[config.mk]
export PLATFORM = sky130hd
export DESIGN_NAME = rfcw_top
export DESIGN_NICKNAME = d
export VERILOG_FILES = /design/src/inc/rfcw_pkg.sv /design/src/inc/rfcw_stream_if.sv /design/src/design/rfcw_fifo.sv /design/src/design/rfcw_crc.sv /design/src/design/rfcw_top.sv
export SDC_FILE = /design/constraint.sdc
export NUM_CORES = 1
export LEC_CHECK = 0
export ABC_AREA = 1
export BUFFER_PORTS_ARGS = -buffer_cell sky130_fd_sc_hd__buf_2
export CORE_MARGIN = 5
export CORE_UTILIZATION = 62
export CTS_CLUSTER_SIZE = 14
export DETAILED_ROUTE_END_ITERATION = 8
export MAX_ROUTING_LAYER = met4
export PLACE_DENSITY = 0.93
export SLEW_MARGIN = 30
export SYNTH_ARGS = -nofsm -noshare
export SYNTH_HDL_FRONTEND = slang
export SYNTH_HIERARCHICAL = 1
export SYNTH_SLANG_ARGS = --single-unit
[constraint.sdc]
create_clock -name clk_i -period 3.6 [get_ports clk_i]
set_input_delay 0.72 -clock clk_i [delete_from_list [all_inputs] [get_ports clk_i]]
set_output_delay 0.72 -clock clk_i [all_outputs]
set_load 0.1 [all_outputs]
[src/inc/rfcw_pkg.sv]
// Constants for the frame CRC, transmit framing and transmit wait block.
// Assumes a single 20 MHz system clock and byte-wide register access.
// Behaviour
// - Forward bit set copies received CRC bytes to FIFO; clear only checks them.
// - Receive preset code picks the fixed CRC16, CRC8 or CRC5 start value.
// - Preset code 6h takes the start value from the nonvolatile configuration.
// - Two-bit type picks CRC5, CRC8 or CRC16; code 3h is reserved.
// - Inversion bit checks the frame against the inverted CRC.
// - Check enabled flags a mismatch; disabled computes but leaves the flag.
// - Bit-grid hold spaces transmission starts by whole ETUs.
// - Payload enable clear sends one symbol pattern; set sends the data bytes.
// - Last-bits field sends that many final-byte bits LSB first; 0 means 8.
// - Burst code 0 to 7 selects 8, 16, 32, 48, 64, 96, 128, 256 bits.
// - Wait starts at end of transmit when reference clear, receive when set.
// - Wait count lasts 16 carrier cycles, or half a bit period when set.
// - Wait control bits 5 to 3 are the upper wait bits, bit 5 the MSB.
// - Wait value is 11 bits, the low byte plus the three upper bits.
// - Stop field selects no stop, one stop, or stop plus 1 to 6 guard units.
// - Wait control resets to C0h.
package rfcw_pkg;

	localparam logic [7:0] OFS_RX_CRC = 8'h2D;
	localparam logic [7:0] OFS_TX_DATA = 8'h2E;
	localparam logic [7:0] OFS_TX_BURST = 8'h30;
	localparam logic [7:0] OFS_TX_WAIT = 8'h31;

	localparam logic [7:0] RST_RX_CRC = 8'h00;
	localparam logic [7:0] RST_TX_DATA = 8'h00;
	localparam logic [7:0] RST_TX_BURST = 8'h00;
	localparam logic [7:0] RST_TX_WAIT = 8'hC0;
	localparam logic [7:0] MASK_TX_DATA = 8'h1F;
	localparam logic [7:0] MASK_TX_BURST = 8'h70;

	localparam int RXC_FWD = 7;
	localparam int RXC_PRE = 4;
	localparam int RXC_TYPE = 2;
	localparam int RXC_INV = 1;
	localparam int RXC_EN = 0;
	localparam int TXD_GRID = 4;
	localparam int TXD_DATA = 3;
	localparam int TXD_LAST = 0;
	localparam int TXB_LEN = 4;
	localparam int TXW_START = 7;
	localparam int TXW_BASE = 6;
	localparam int TXW_HIGH = 3;
	localparam int TXW_STOP = 0;

	localparam logic [1:0] CRC_T5 = 2'h0;
	localparam logic [1:0] CRC_T8 = 2'h1;
	localparam logic [1:0] CRC_T16 = 2'h2;
	localparam logic [15:0] POLY16 = 16'h8408;
	localparam logic [15:0] POLY8 = 16'h00B8;
	localparam logic [15:0] POLY5 = 16'h0012;
	localparam logic [15:0] MASK16 = 16'hFFFF;
	localparam logic [15:0] MASK8 = 16'h00FF;
	localparam logic [15:0] MASK5 = 16'h001F;
	localparam logic [2:0] PRESET_USER = 3'h6;
	localparam logic [7:0][15:0] PRE16 = {16'hFFFF, 16'h0000, 16'h0000,
		16'h0000, 16'hFFFE, 16'hA671, 16'h6363, 16'h0000};
	localparam logic [7:0][15:0] PRE8 = {16'h00FF, 16'h0000, 16'h0000,
		16'h0000, 16'h00FD, 16'h00BF, 16'h0012, 16'h0000};
	localparam logic [7:0][15:0] PRE5 = {16'h001F, 16'h0000, 16'h0000,
		16'h0000, 16'h0000, 16'h0000, 16'h0012, 16'h0000};

	localparam logic [7:0][8:0] BURST_BITS = {9'h100, 9'h080, 9'h060,
		9'h040, 9'h030, 9'h020, 9'h010, 9'h008};

	localparam int WAIT_W = 11;
	localparam int CLK_KHZ = 20000;
	localparam int CARRIER_KHZ = 13560;
	localparam int WAIT_CARRIER_CYCLES = 16;
	localparam int WAIT_UNIT_CYCLES =
		(WAIT_CARRIER_CYCLES * CLK_KHZ + CARRIER_KHZ - 1) / CARRIER_KHZ;

	localparam int FIFO_WIDTH = 8;
	localparam int FIFO_DEPTH = 32;

endpackage

[src/inc/rfcw_stream_if.sv]
// Valid/ready byte stream between the framer and its receive FIFO.
// Assumes both ends sit on the same clock.
`timescale 1ns/100ps
interface rfcw_stream_if #(parameter int WIDTH = 8);
	logic [WIDTH-1:0] data;
	logic valid;
	logic ready;
	modport src (output data, output valid, input ready);
	modport snk (input data, input valid, output ready);
endinterface

[src/design/rfcw_fifo.sv]
// Synchronous FIFO with valid/ready on both sides.
// Assumes WIDTH matches the connected stream interfaces.
`timescale 1ns/100ps
module rfcw_fifo #(
	parameter int WIDTH = 8,
	parameter int DEPTH = 32
) (
	// Clock and control
	input wire logic clk_i,
	input wire logic rst_i,
	input wire logic ce_i,
	// Streams
	rfcw_stream_if.snk push,
	rfcw_stream_if.src pop
);
	localparam int AW = $clog2(DEPTH);
	localparam int CW = $clog2(DEPTH + 1);
	localparam logic [CW-1:0] FULL = CW'(DEPTH);
	localparam logic [AW-1:0] LAST = AW'(DEPTH - 1);

	logic [WIDTH-1:0] mem [DEPTH];
	logic [AW-1:0] wr_q;
	logic [AW-1:0] rd_q;
	logic [CW-1:0] cnt_q;
	logic do_push;
	logic do_pop;

	assign push.ready = (cnt_q != FULL);
	assign pop.valid = (cnt_q != '0);
	assign pop.data = mem[rd_q];
	assign do_push = ce_i && push.valid && push.ready;
	assign do_pop = ce_i && pop.valid && pop.ready;

	always_ff @(posedge clk_i)
	begin
		if (do_push)
		begin
			mem[wr_q] <= push.data;
		end
	end

	always_ff @(posedge clk_i)
	begin
		if (rst_i)
		begin
			wr_q <= '0;
			rd_q <= '0;
			cnt_q <= '0;
		end
		else
		begin
			if (do_push)
			begin
				wr_q <= (wr_q == LAST) ? '0 : wr_q + 1'b1;
			end
			if (do_pop)
			begin
				rd_q <= (rd_q == LAST) ? '0 : rd_q + 1'b1;
			end
			if (do_push && !do_pop)
			begin
				cnt_q <= cnt_q + 1'b1;
			end
			else if (do_pop && !do_push)
			begin
				cnt_q <= cnt_q - 1'b1;
			end
		end
	end

endmodule

[src/design/rfcw_crc.sv]
// Bytewise reflected CRC engine for CRC5, CRC8 and CRC16, LSB first.
// Assumes the caller presents the start value with init on a frame's first byte.
`timescale 1ns/100ps
module rfcw_crc (
	// Clock and control
	input wire logic clk_i,
	input wire logic rst_i,
	input wire logic ce_i,
	// Configuration
	input wire logic [1:0] type_i,
	input wire logic [15:0] start_i,
	// Data
	input wire logic init_i,
	input wire logic valid_i,
	input wire logic [7:0] data_i,
	output logic [15:0] crc_o
);
	logic [15:0] crc_q;
	logic [15:0] poly;
	logic [15:0] crc_d;

	always_comb
	begin
		unique case (type_i)
			rfcw_pkg::CRC_T5: poly = rfcw_pkg::POLY5;
			rfcw_pkg::CRC_T8: poly = rfcw_pkg::POLY8;
			default: poly = rfcw_pkg::POLY16;
		endcase
	end

	// Shifting right keeps the short polynomials inside their own width.
	always_comb
	begin
		crc_d = init_i ? start_i : crc_q;
		if (valid_i)
		begin
			for (int i = 0; i < 8; i++)
			begin
				if (crc_d[0] ^ data_i[i])
				begin
					crc_d = (crc_d >> 1) ^ poly;
				end
				else
				begin
					crc_d = crc_d >> 1;
				end
			end
		end
	end

	always_ff @(posedge clk_i)
	begin
		if (rst_i)
		begin
			crc_q <= '0;
		end
		else if (ce_i && (init_i || valid_i))
		begin
			crc_q <= crc_d;
		end
	end

	assign crc_o = crc_q;

endmodule

[src/design/rfcw_top.sv]
// Frame configuration: receive CRC check and forwarding, transmit framing
// fields and the minimum wait before a transmission.
// Assumes receive bytes, frame end pulses and the transmit request all come
// from logic on the same clock; the wait low byte and bit rate are inputs.
`timescale 1ns/100ps
module rfcw_top (
	// Clock, reset and enable
	input wire logic clk_i,
	input wire logic rst_i,
	input wire logic ce_i,
	// Register port
	input wire logic [7:0] reg_addr_i,
	input wire logic [7:0] reg_wdata_i,
	input wire logic reg_wr_i,
	input wire logic reg_rd_i,
	output logic [7:0] reg_rdata_o,
	// Nonvolatile start value and external wait/rate settings
	input wire logic [15:0] user_crc_preset_i,
	input wire logic [7:0] wait_lower_byte_i,
	input wire logic [11:0] half_bit_cycles_i,
	// Receive byte stream
	input wire logic [7:0] rx_data_i,
	input wire logic rx_valid_i,
	input wire logic rx_last_i,
	output logic rx_ready_o,
	// Receive status
	input wire logic rx_crc_err_clear_i,
	output logic rx_crc_error_o,
	output logic rx_check_done_o,
	// FIFO drain
	output logic [7:0] fifo_data_o,
	output logic fifo_valid_o,
	input wire logic fifo_ready_i,
	// Transmit timing
	input wire logic tx_req_i,
	output logic tx_go_o,
	input wire logic tx_end_i,
	input wire logic rx_end_i,
	output logic wait_active_o,
	// Transmit framing settings
	output logic tx_payload_enable_o,
	output logic [3:0] tx_final_byte_bits_o,
	output logic [8:0] symbol_one_burst_size_o,
	output logic tx_stop_bit_o,
	output logic [2:0] tx_guard_units_o
);
	typedef enum logic [1:0] {RX_PASS, RX_FLUSH, RX_CHECK} rfcw_rx_state_t;

	logic [7:0] rx_crc_control_q;
	logic [7:0] tx_data_count_q;
	logic [7:0] tx_burst_length_q;
	logic [7:0] tx_wait_control_q;
	logic [7:0] rdata_q;

	rfcw_stream_if #(.WIDTH(rfcw_pkg::FIFO_WIDTH)) push_if ();
	rfcw_stream_if #(.WIDTH(rfcw_pkg::FIFO_WIDTH)) pop_if ();

	////////////////////////////////////////////////////////////////////////////
	// Registers.

	always_ff @(posedge clk_i)
	begin
		if (rst_i)
		begin
			rx_crc_control_q <= rfcw_pkg::RST_RX_CRC;
			tx_data_count_q <= rfcw_pkg::RST_TX_DATA;
			tx_burst_length_q <= rfcw_pkg::RST_TX_BURST;
			tx_wait_control_q <= rfcw_pkg::RST_TX_WAIT;
		end
		else if (ce_i && reg_wr_i)
		begin
			unique case (reg_addr_i)
				rfcw_pkg::OFS_RX_CRC: rx_crc_control_q <= reg_wdata_i;
				rfcw_pkg::OFS_TX_DATA:
					tx_data_count_q <= reg_wdata_i & rfcw_pkg::MASK_TX_DATA;
				rfcw_pkg::OFS_TX_BURST:
					tx_burst_length_q <= reg_wdata_i & rfcw_pkg::MASK_TX_BURST;
				rfcw_pkg::OFS_TX_WAIT: tx_wait_control_q <= reg_wdata_i;
				default: ;
			endcase
		end
	end

	// Unmapped offsets read as zero so other blocks can share the port.
	always_ff @(posedge clk_i)
	begin
		if (rst_i)
		begin
			rdata_q <= '0;
		end
		else if (ce_i && reg_rd_i)
		begin
			unique case (reg_addr_i)
				rfcw_pkg::OFS_RX_CRC: rdata_q <= rx_crc_control_q;
				rfcw_pkg::OFS_TX_DATA: rdata_q <= tx_data_count_q;
				rfcw_pkg::OFS_TX_BURST: rdata_q <= tx_burst_length_q;
				rfcw_pkg::OFS_TX_WAIT: rdata_q <= tx_wait_control_q;
				default: rdata_q <= '0;
			endcase
		end
	end

	assign reg_rdata_o = rdata_q;

	////////////////////////////////////////////////////////////////////////////
	// Receive CRC configuration.

	logic crc_fwd;
	logic [2:0] crc_pre;
	logic [1:0] crc_type;
	logic [15:0] crc_start;
	logic [15:0] crc_mask;
	logic [1:0] crc_len;

	assign crc_fwd = rx_crc_control_q[rfcw_pkg::RXC_FWD];
	assign crc_pre = rx_crc_control_q[rfcw_pkg::RXC_PRE +: 3];
	assign crc_type = rx_crc_control_q[rfcw_pkg::RXC_TYPE +: 2];

	always_comb
	begin
		unique case (crc_type)
			rfcw_pkg::CRC_T5:
			begin
				crc_start = rfcw_pkg::PRE5[crc_pre];
				crc_mask = rfcw_pkg::MASK5;
				crc_len = 2'h1;
			end
			rfcw_pkg::CRC_T8:
			begin
				crc_start = rfcw_pkg::PRE8[crc_pre];
				crc_mask = rfcw_pkg::MASK8;
				crc_len = 2'h1;
			end
			rfcw_pkg::CRC_T16:
			begin
				crc_start = rfcw_pkg::PRE16[crc_pre];
				crc_mask = rfcw_pkg::MASK16;
				crc_len = 2'h2;
			end
			default:
			begin
				crc_start = '0;
				crc_mask = '0;
				crc_len = 2'h0;
			end
		endcase
		if (crc_pre == rfcw_pkg::PRESET_USER)
		begin
			crc_start = user_crc_preset_i & crc_mask;
		end
	end

	////////////////////////////////////////////////////////////////////////////
	// Receive path: trailing CRC bytes are held back until the frame ends.

	rfcw_rx_state_t rx_state_q;
	logic [1:0][7:0] hold_q;
	logic [1:0] hold_cnt_q;
	logic [1:0] flush_idx_q;
	logic frame_open_q;
	logic err_q;
	logic done_q;
	logic accept;
	logic exit_byte;
	logic [7:0] exit_data;
	logic [15:0] crc_val;
	logic [15:0] crc_rx;
	logic [15:0] crc_expect;

	assign rx_ready_o = (rx_state_q == RX_PASS) && push_if.ready;
	assign accept = ce_i && rx_valid_i && rx_ready_o;
	assign exit_byte = accept && (hold_cnt_q == crc_len);
	assign exit_data = (crc_len == 2'h2) ? hold_q[1] :
		(crc_len == 2'h1) ? hold_q[0] : rx_data_i;

	always_comb
	begin
		push_if.valid = 1'b0;
		push_if.data = exit_data;
		if (rx_state_q == RX_PASS)
		begin
			push_if.valid = exit_byte && ce_i;
		end
		else if (rx_state_q == RX_FLUSH)
		begin
			push_if.valid = ce_i;
			push_if.data = hold_q[flush_idx_q - 2'h1];
		end
	end

	always_ff @(posedge clk_i)
	begin
		if (rst_i)
		begin
			rx_state_q <= RX_PASS;
			hold_q <= '0;
			hold_cnt_q <= '0;
			flush_idx_q <= '0;
			frame_open_q <= 1'b0;
		end
		else if (ce_i)
		begin
			unique case (rx_state_q)
				RX_PASS:
				begin
					if (accept)
					begin
						hold_q <= {hold_q[0], rx_data_i};
						frame_open_q <= !rx_last_i;
						if (!exit_byte)
						begin
							hold_cnt_q <= hold_cnt_q + 2'h1;
						end
						if (rx_last_i && crc_fwd && crc_len != 2'h0)
						begin
							rx_state_q <= RX_FLUSH;
							flush_idx_q <= crc_len;
						end
						else if (rx_last_i)
						begin
							rx_state_q <= RX_CHECK;
						end
					end
				end
				RX_FLUSH:
				begin
					if (push_if.ready)
					begin
						flush_idx_q <= flush_idx_q - 2'h1;
						if (flush_idx_q == 2'h1)
						begin
							rx_state_q <= RX_CHECK;
						end
					end
				end
				RX_CHECK:
				begin
					rx_state_q <= RX_PASS;
					hold_cnt_q <= '0;
				end
			endcase
		end
	end

	rfcw_crc u_crc (
		.clk_i(clk_i),
		.rst_i(rst_i),
		.ce_i(ce_i),
		.type_i(crc_type),
		.start_i(crc_start),
		.init_i(accept && !frame_open_q),
		.valid_i(exit_byte && crc_len != 2'h0),
		.data_i(exit_data),
		.crc_o(crc_val)
	);

	// Received CRC arrives low byte first.
	assign crc_rx = (crc_len == 2'h2) ? {hold_q[0], hold_q[1]} :
		({8'h00, hold_q[0]} & crc_mask);
	assign crc_expect = rx_crc_control_q[rfcw_pkg::RXC_INV] ?
		(~crc_val & crc_mask) : crc_val;

	// A mismatch in the clearing cycle still sets the flag.
	always_ff @(posedge clk_i)
	begin
		if (rst_i)
		begin
			err_q <= 1'b0;
			done_q <= 1'b0;
		end
		else if (ce_i)
		begin
			done_q <= (rx_state_q == RX_CHECK);
			err_q <= (err_q && !rx_crc_err_clear_i) ||
				(rx_state_q == RX_CHECK && crc_len != 2'h0 &&
				rx_crc_control_q[rfcw_pkg::RXC_EN] &&
				crc_rx != crc_expect);
		end
	end

	assign rx_crc_error_o = err_q;
	assign rx_check_done_o = done_q;

	rfcw_fifo #(
		.WIDTH(rfcw_pkg::FIFO_WIDTH),
		.DEPTH(rfcw_pkg::FIFO_DEPTH)
	) u_fifo (
		.clk_i(clk_i),
		.rst_i(rst_i),
		.ce_i(ce_i),
		.push(push_if.snk),
		.pop(pop_if.src)
	);

	assign fifo_data_o = pop_if.data;
	assign fifo_valid_o = pop_if.valid;
	assign pop_if.ready = fifo_ready_i;

	////////////////////////////////////////////////////////////////////////////
	// Transmit wait and bit grid.

	localparam logic [11:0] UNIT_CYC = 12'(rfcw_pkg::WAIT_UNIT_CYCLES);

	logic [rfcw_pkg::WAIT_W-1:0] wait_val;
	logic [rfcw_pkg::WAIT_W-1:0] wait_cnt_q;
	logic [11:0] pre_q;
	logic [11:0] unit;
	logic ref_evt;
	logic wait_done;
	logic [12:0] grid_q;
	logic [12:0] etu_last;
	logic grid_seen_q;
	logic grid_ok;

	assign wait_val = {tx_wait_control_q[rfcw_pkg::TXW_HIGH +: 3],
		wait_lower_byte_i};
	assign ref_evt = tx_wait_control_q[rfcw_pkg::TXW_START] ?
		rx_end_i : tx_end_i;
	assign unit = tx_wait_control_q[rfcw_pkg::TXW_BASE] ?
		half_bit_cycles_i : UNIT_CYC;

	always_ff @(posedge clk_i)
	begin
		if (rst_i)
		begin
			wait_cnt_q <= '0;
			pre_q <= '0;
		end
		else if (ce_i)
		begin
			if (ref_evt)
			begin
				wait_cnt_q <= wait_val;
				pre_q <= '0;
			end
			else if (wait_cnt_q != '0)
			begin
				if (pre_q >= unit - 12'h001)
				begin
					pre_q <= '0;
					wait_cnt_q <= wait_cnt_q - 1'b1;
				end
				else
				begin
					pre_q <= pre_q + 12'h001;
				end
			end
		end
	end

	assign etu_last = {half_bit_cycles_i, 1'b0} - 13'h0001;

	always_ff @(posedge clk_i)
	begin
		if (rst_i)
		begin
			grid_q <= '0;
			grid_seen_q <= 1'b0;
		end
		else if (ce_i)
		begin
			if (tx_go_o)
			begin
				// Counting from one makes zero mean a whole ETU has passed.
				grid_q <= 13'h0001;
				grid_seen_q <= 1'b1;
			end
			else
			begin
				grid_q <= (grid_q >= etu_last) ? '0 : grid_q + 13'h0001;
			end
		end
	end

	assign grid_ok = !tx_data_count_q[rfcw_pkg::TXD_GRID] || !grid_seen_q ||
		(grid_q == '0);
	assign wait_done = (wait_cnt_q == '0) && !ref_evt;
	assign wait_active_o = !wait_done;
	assign tx_go_o = ce_i && tx_req_i && wait_done && grid_ok;

	////////////////////////////////////////////////////////////////////////////
	// Transmit framing settings, registered for the modulator.

	always_ff @(posedge clk_i)
	begin
		if (rst_i)
		begin
			tx_payload_enable_o <= 1'b0;
			tx_final_byte_bits_o <= 4'h8;
			symbol_one_burst_size_o <= rfcw_pkg::BURST_BITS[0];
			tx_stop_bit_o <= 1'b0;
			tx_guard_units_o <= '0;
		end
		else if (ce_i)
		begin
			tx_payload_enable_o <= tx_data_count_q[rfcw_pkg::TXD_DATA];
			tx_final_byte_bits_o <=
				(tx_data_count_q[rfcw_pkg::TXD_LAST +: 3] == 3'h0) ? 4'h8 :
				{1'b0, tx_data_count_q[rfcw_pkg::TXD_LAST +: 3]};
			symbol_one_burst_size_o <= rfcw_pkg::BURST_BITS[
				tx_burst_length_q[rfcw_pkg::TXB_LEN +: 3]];
			tx_stop_bit_o <=
				(tx_wait_control_q[rfcw_pkg::TXW_STOP +: 3] != 3'h0);
			tx_guard_units_o <=
				(tx_wait_control_q[rfcw_pkg::TXW_STOP +: 3] > 3'h1) ?
				tx_wait_control_q[rfcw_pkg::TXW_STOP +: 3] - 3'h1 : 3'h0;
		end
	end

endmodule

==> summary.txt <==
Global route
  – Total GRT Usage: 29.8%
  – Global route overflow: 0
  – Largest net degree at the start of global routing: 129
  – Vias in the first global route: 18.6k
  – First-pass GRT wire length: 91900 um
  – Initial antenna violation count: 7

Clock tree
  – Clock latency on the worst-skew pair: 0.54 ns
  – Clock buffer count from CTS: 42
  – CTS tree: yes
  – CTS Sinks: 409
  – Clock transition at path regs: 0.06 ns
  – Hold-fix buffers, CTS: 0
  – H-tree levels: 2
  – Clock root buffer: clkbuf_16
  – Clock tree buffer depth: 3

Power and ir drop
  – Pwr Density: 617 nW/um^2
  – Switching Fraction: 37.2%
  – Comb pwr share: 32.2%
  – Clock share of power: 30.6%
  – Tot Pwr: 14.9 mW
  – Total internal power: 9.35 mW
  – Leakage Power: 10.1 nW
  – P_sw: 5.53 mW
  – Sequential fraction of design power: 37.3%
  – Worst vdd ir: 949 uV

Floorplan
  – Std-Cell Rows: 68
  – Die width: 196 um
  – Die area: 38500 um^2
  – Initial core utilization: 62.6%
  – Vert. Die Dim: 196 um
  – Placeable Area: 34400 um^2
  – I/O pin cnt: 112

STA
  – Max Slew Vio Count: 0
  – Final setup skew: 0.0116 ns
  – Hold Fails Final Rpt: 0
  – Fin crit share: 97.3%
  – Slew margin rel.: 47.6%
  – Final setup fails: 0
  – Slew @ Worst Pin: 0.785 ns
  – RSZ-0062 raised after global routing: no
  – Setup tns final: 0 ns
  – Post-route minimum period: 3.50 ns
  – Fmax: 286 MHz
  – Setup ws final: 0.0985 ns

Cells and area
  – Nets@finish: 2893
  – Most common cell after layout, fill and taps aside: nand2_1
  – Area growth, synth to finish: 12.1%
  – Fillcell total: 2451
  – Layout cells sized above 1: 12.7%
  – Fin cells: 3258
  – Layout Utilization: 70.2%
  – Commonest cells after routing, fill and taps aside: 825 x nand2_1, 345 x nand3_1, 256 x edfxtp_1

Yosys
  – Yosys warns: 6
  – Flop and latch count out of synthesis: 409
  – Main synth FF type: edfxtp_1
  – Seq/Total Area, Yosys: 50.0%
  – Number of synthesized flops with an enable pin: 256
  – Syn_area_per_cell: 8.14 um^2
  – Post-synth ARST share: 0%
  – Synth Instances: 2643
  – Unique masters post-synth: 57
  – Netlist Area Pre-Place: 21500 um^2

Status
  – Run status: completed

Routing
  – Post-route DRC: 0
  – DR iter-0 viols: 2382
  – Routed len/inst: 17.7 um
  – Routed Antenna Nets: 0
  – Vias post-DR: 19.2k
  – Vias per cell: 5.88
  – Drt pass-1 iters: 7
  – Detailed-route wire length: 57600 um

Critical path
  – Arrival @ worst endpoint: 2.78 ns
  – Crit path max fanout: 128
  – Crit. End Element: output pin
  – WP data required: 2.88 ns
  – Startpoint type of the worst setup path: flip-flop
  – Crit Path Category: reg2out

Placement
  – DP HPWL: 37900 um
  – PortBufs: 108
  – RePlAce Congestion: 0.986
  – Pre-CTS setup slack: 0.0620 ns
  – Placed cell count: 3169

Flow run
  – Maxcap violations: 0

Min path
  – Hold crit path type: in2reg
repair_timing:
item / CTS / global route
endpoints found under the setup margin: 0 / 24
gates resized for setup: 0 / 22
setup buffers: 0 / 4
worst max-delay path: stages, from the launching register on:
cell      delay, ns
dfxtp_4        0.38
buf_12         0.34
nand2_1        0.17
nand3_1        0.13
nand3_1        0.12
nand2_1        0.12
nand2_1        0.09
nand2_1        0.14
nand2_1        0.08
nand2_1        0.11
clkbuf_4       0.34
power groups by stage:
stage          Combinational, mW  Clock [mW]  Sequential (mW)
3_3_place_gp                4.42           0             5.63
2_1_floorplan               3.59           0             5.64
3_5_place_dp                4.60           0             5.63
5_1_grt                     5.20        4.82             5.56
6_report                    4.79        4.55             5.55
4_1_cts                     4.67        4.58             5.54
through the flow:
step	hold WS (ns)	area [um^2]
finish	0.397	24100
global route	0.397	24100
CTS	0.386	24000
detailed placement	0.453	22600
global placement	0.441	22600
floorplan	0.430	21500
state kept, by name, indices dropped and copies added (netlist names), 3 cells and up, named ones only:
signal / flops
hold_q: 16
u_crc/crc_o: 16
tx_final_byte_bits_o: 4
u_fifo/rd_q: 5
u_fifo/mem: 256
tx_guard_units_o: 3
tx_burst_length_q: 3
u_fifo/cnt_q: 6
reg_rdata_o: 8
wait_cnt_q: 11
pre_q: 12
tx_wait_control_q: 8
symbol_one_burst_size_o: 6
u_fifo/wr_q: 5
rx_crc_control_q: 8
grid_q: 13
tx_data_count_q: 5
kinds of logic (layout without fill, tap and decap cells):
group / Yosys count / in the layout / synth area share (%)
AOI/OAI and AO/OA: 319 / 319 / 8.02
xor gates and xnor gates: 47 / 47 / 1.91
adders and majority gates: 59 / 59 / 3.46
buffers and inverters: 322 / 472 / 6.89
DFF: 409 / 409 / 50.0
muxes: 3 / 3 / 0.140
other: 1 / 11 / 0.0174
and+or+nand+nor: 1483 / 1483 / 29.6
cell type report:
class                           instances  area (um^2)  share of cell area (%)
Timing Repair Buffer                  182         1180                    4.87
Clock buffer                           56         1170                    4.84
Antenna cell                            8         20.0                  0.0830
Multi-Input combinational cell       1914         9340                    38.7
Inverter                              213          822                    3.41
Tap cell                              455          569                    2.36
Clock inverter                         21          278                    1.15
Sequential cell                       409        10800                    44.6
synth_stat cells, drive strengths merged (2+ instances only):
library cell  count  share of area [%]
a31oi             3              0.087
clkbuf           35               0.61
a32o              3               0.14
a211oi            2              0.070
o211ai            7               0.24
nor3             18               0.44
o31ai             3               0.10
a221oi            2              0.081
inv             210                3.7
or2              11               0.32
xnor2            17               0.69
nand2           864                 16
mux2i             3               0.14
nand3b            5               0.17
buf              74                2.5
clkinv            3              0.052
edfxtp          256                 36
dfxtp           153                 14
nor2            214                4.0
xor2             30                1.2
nand3           353                8.4
ha               58                3.4
o21bai            7               0.24
a21boi            2              0.070
a21oi           126                3.0
nand4            14               0.41
o22ai            11               0.32
o21ai           147                3.4
worst paths after layout:
path         cells after the start  slack [ns]                     endpoint                              from
max reg2reg                     26        0.22  u_crc/crc_o[9]$_SDFFE_PP0P_  rx_crc_control_q[3]$_SDFFE_PP0P_
min reg2reg                      2        0.46     grid_seen_q$_SDFFE_PP0P_          grid_seen_q$_SDFFE_PP0P_
min                              2        0.40    frame_open_q$_SDFFE_PP0P_                         rx_last_i
max                             10         0.1               fifo_data_o[3]                         flip-flop
per-layer routing:
metal / share of wire, % / GRT usage [%] / up-vias
met5: 0 / - / -
met4: 4.2 / 12.3 / 0
met3: 10 / 5.10 / 207
met2: 48 / 49.5 / 1179
met1: 37 / 36.5 / 8769
li1: - / - / 9015
Power figures use the tool's default switching activity.
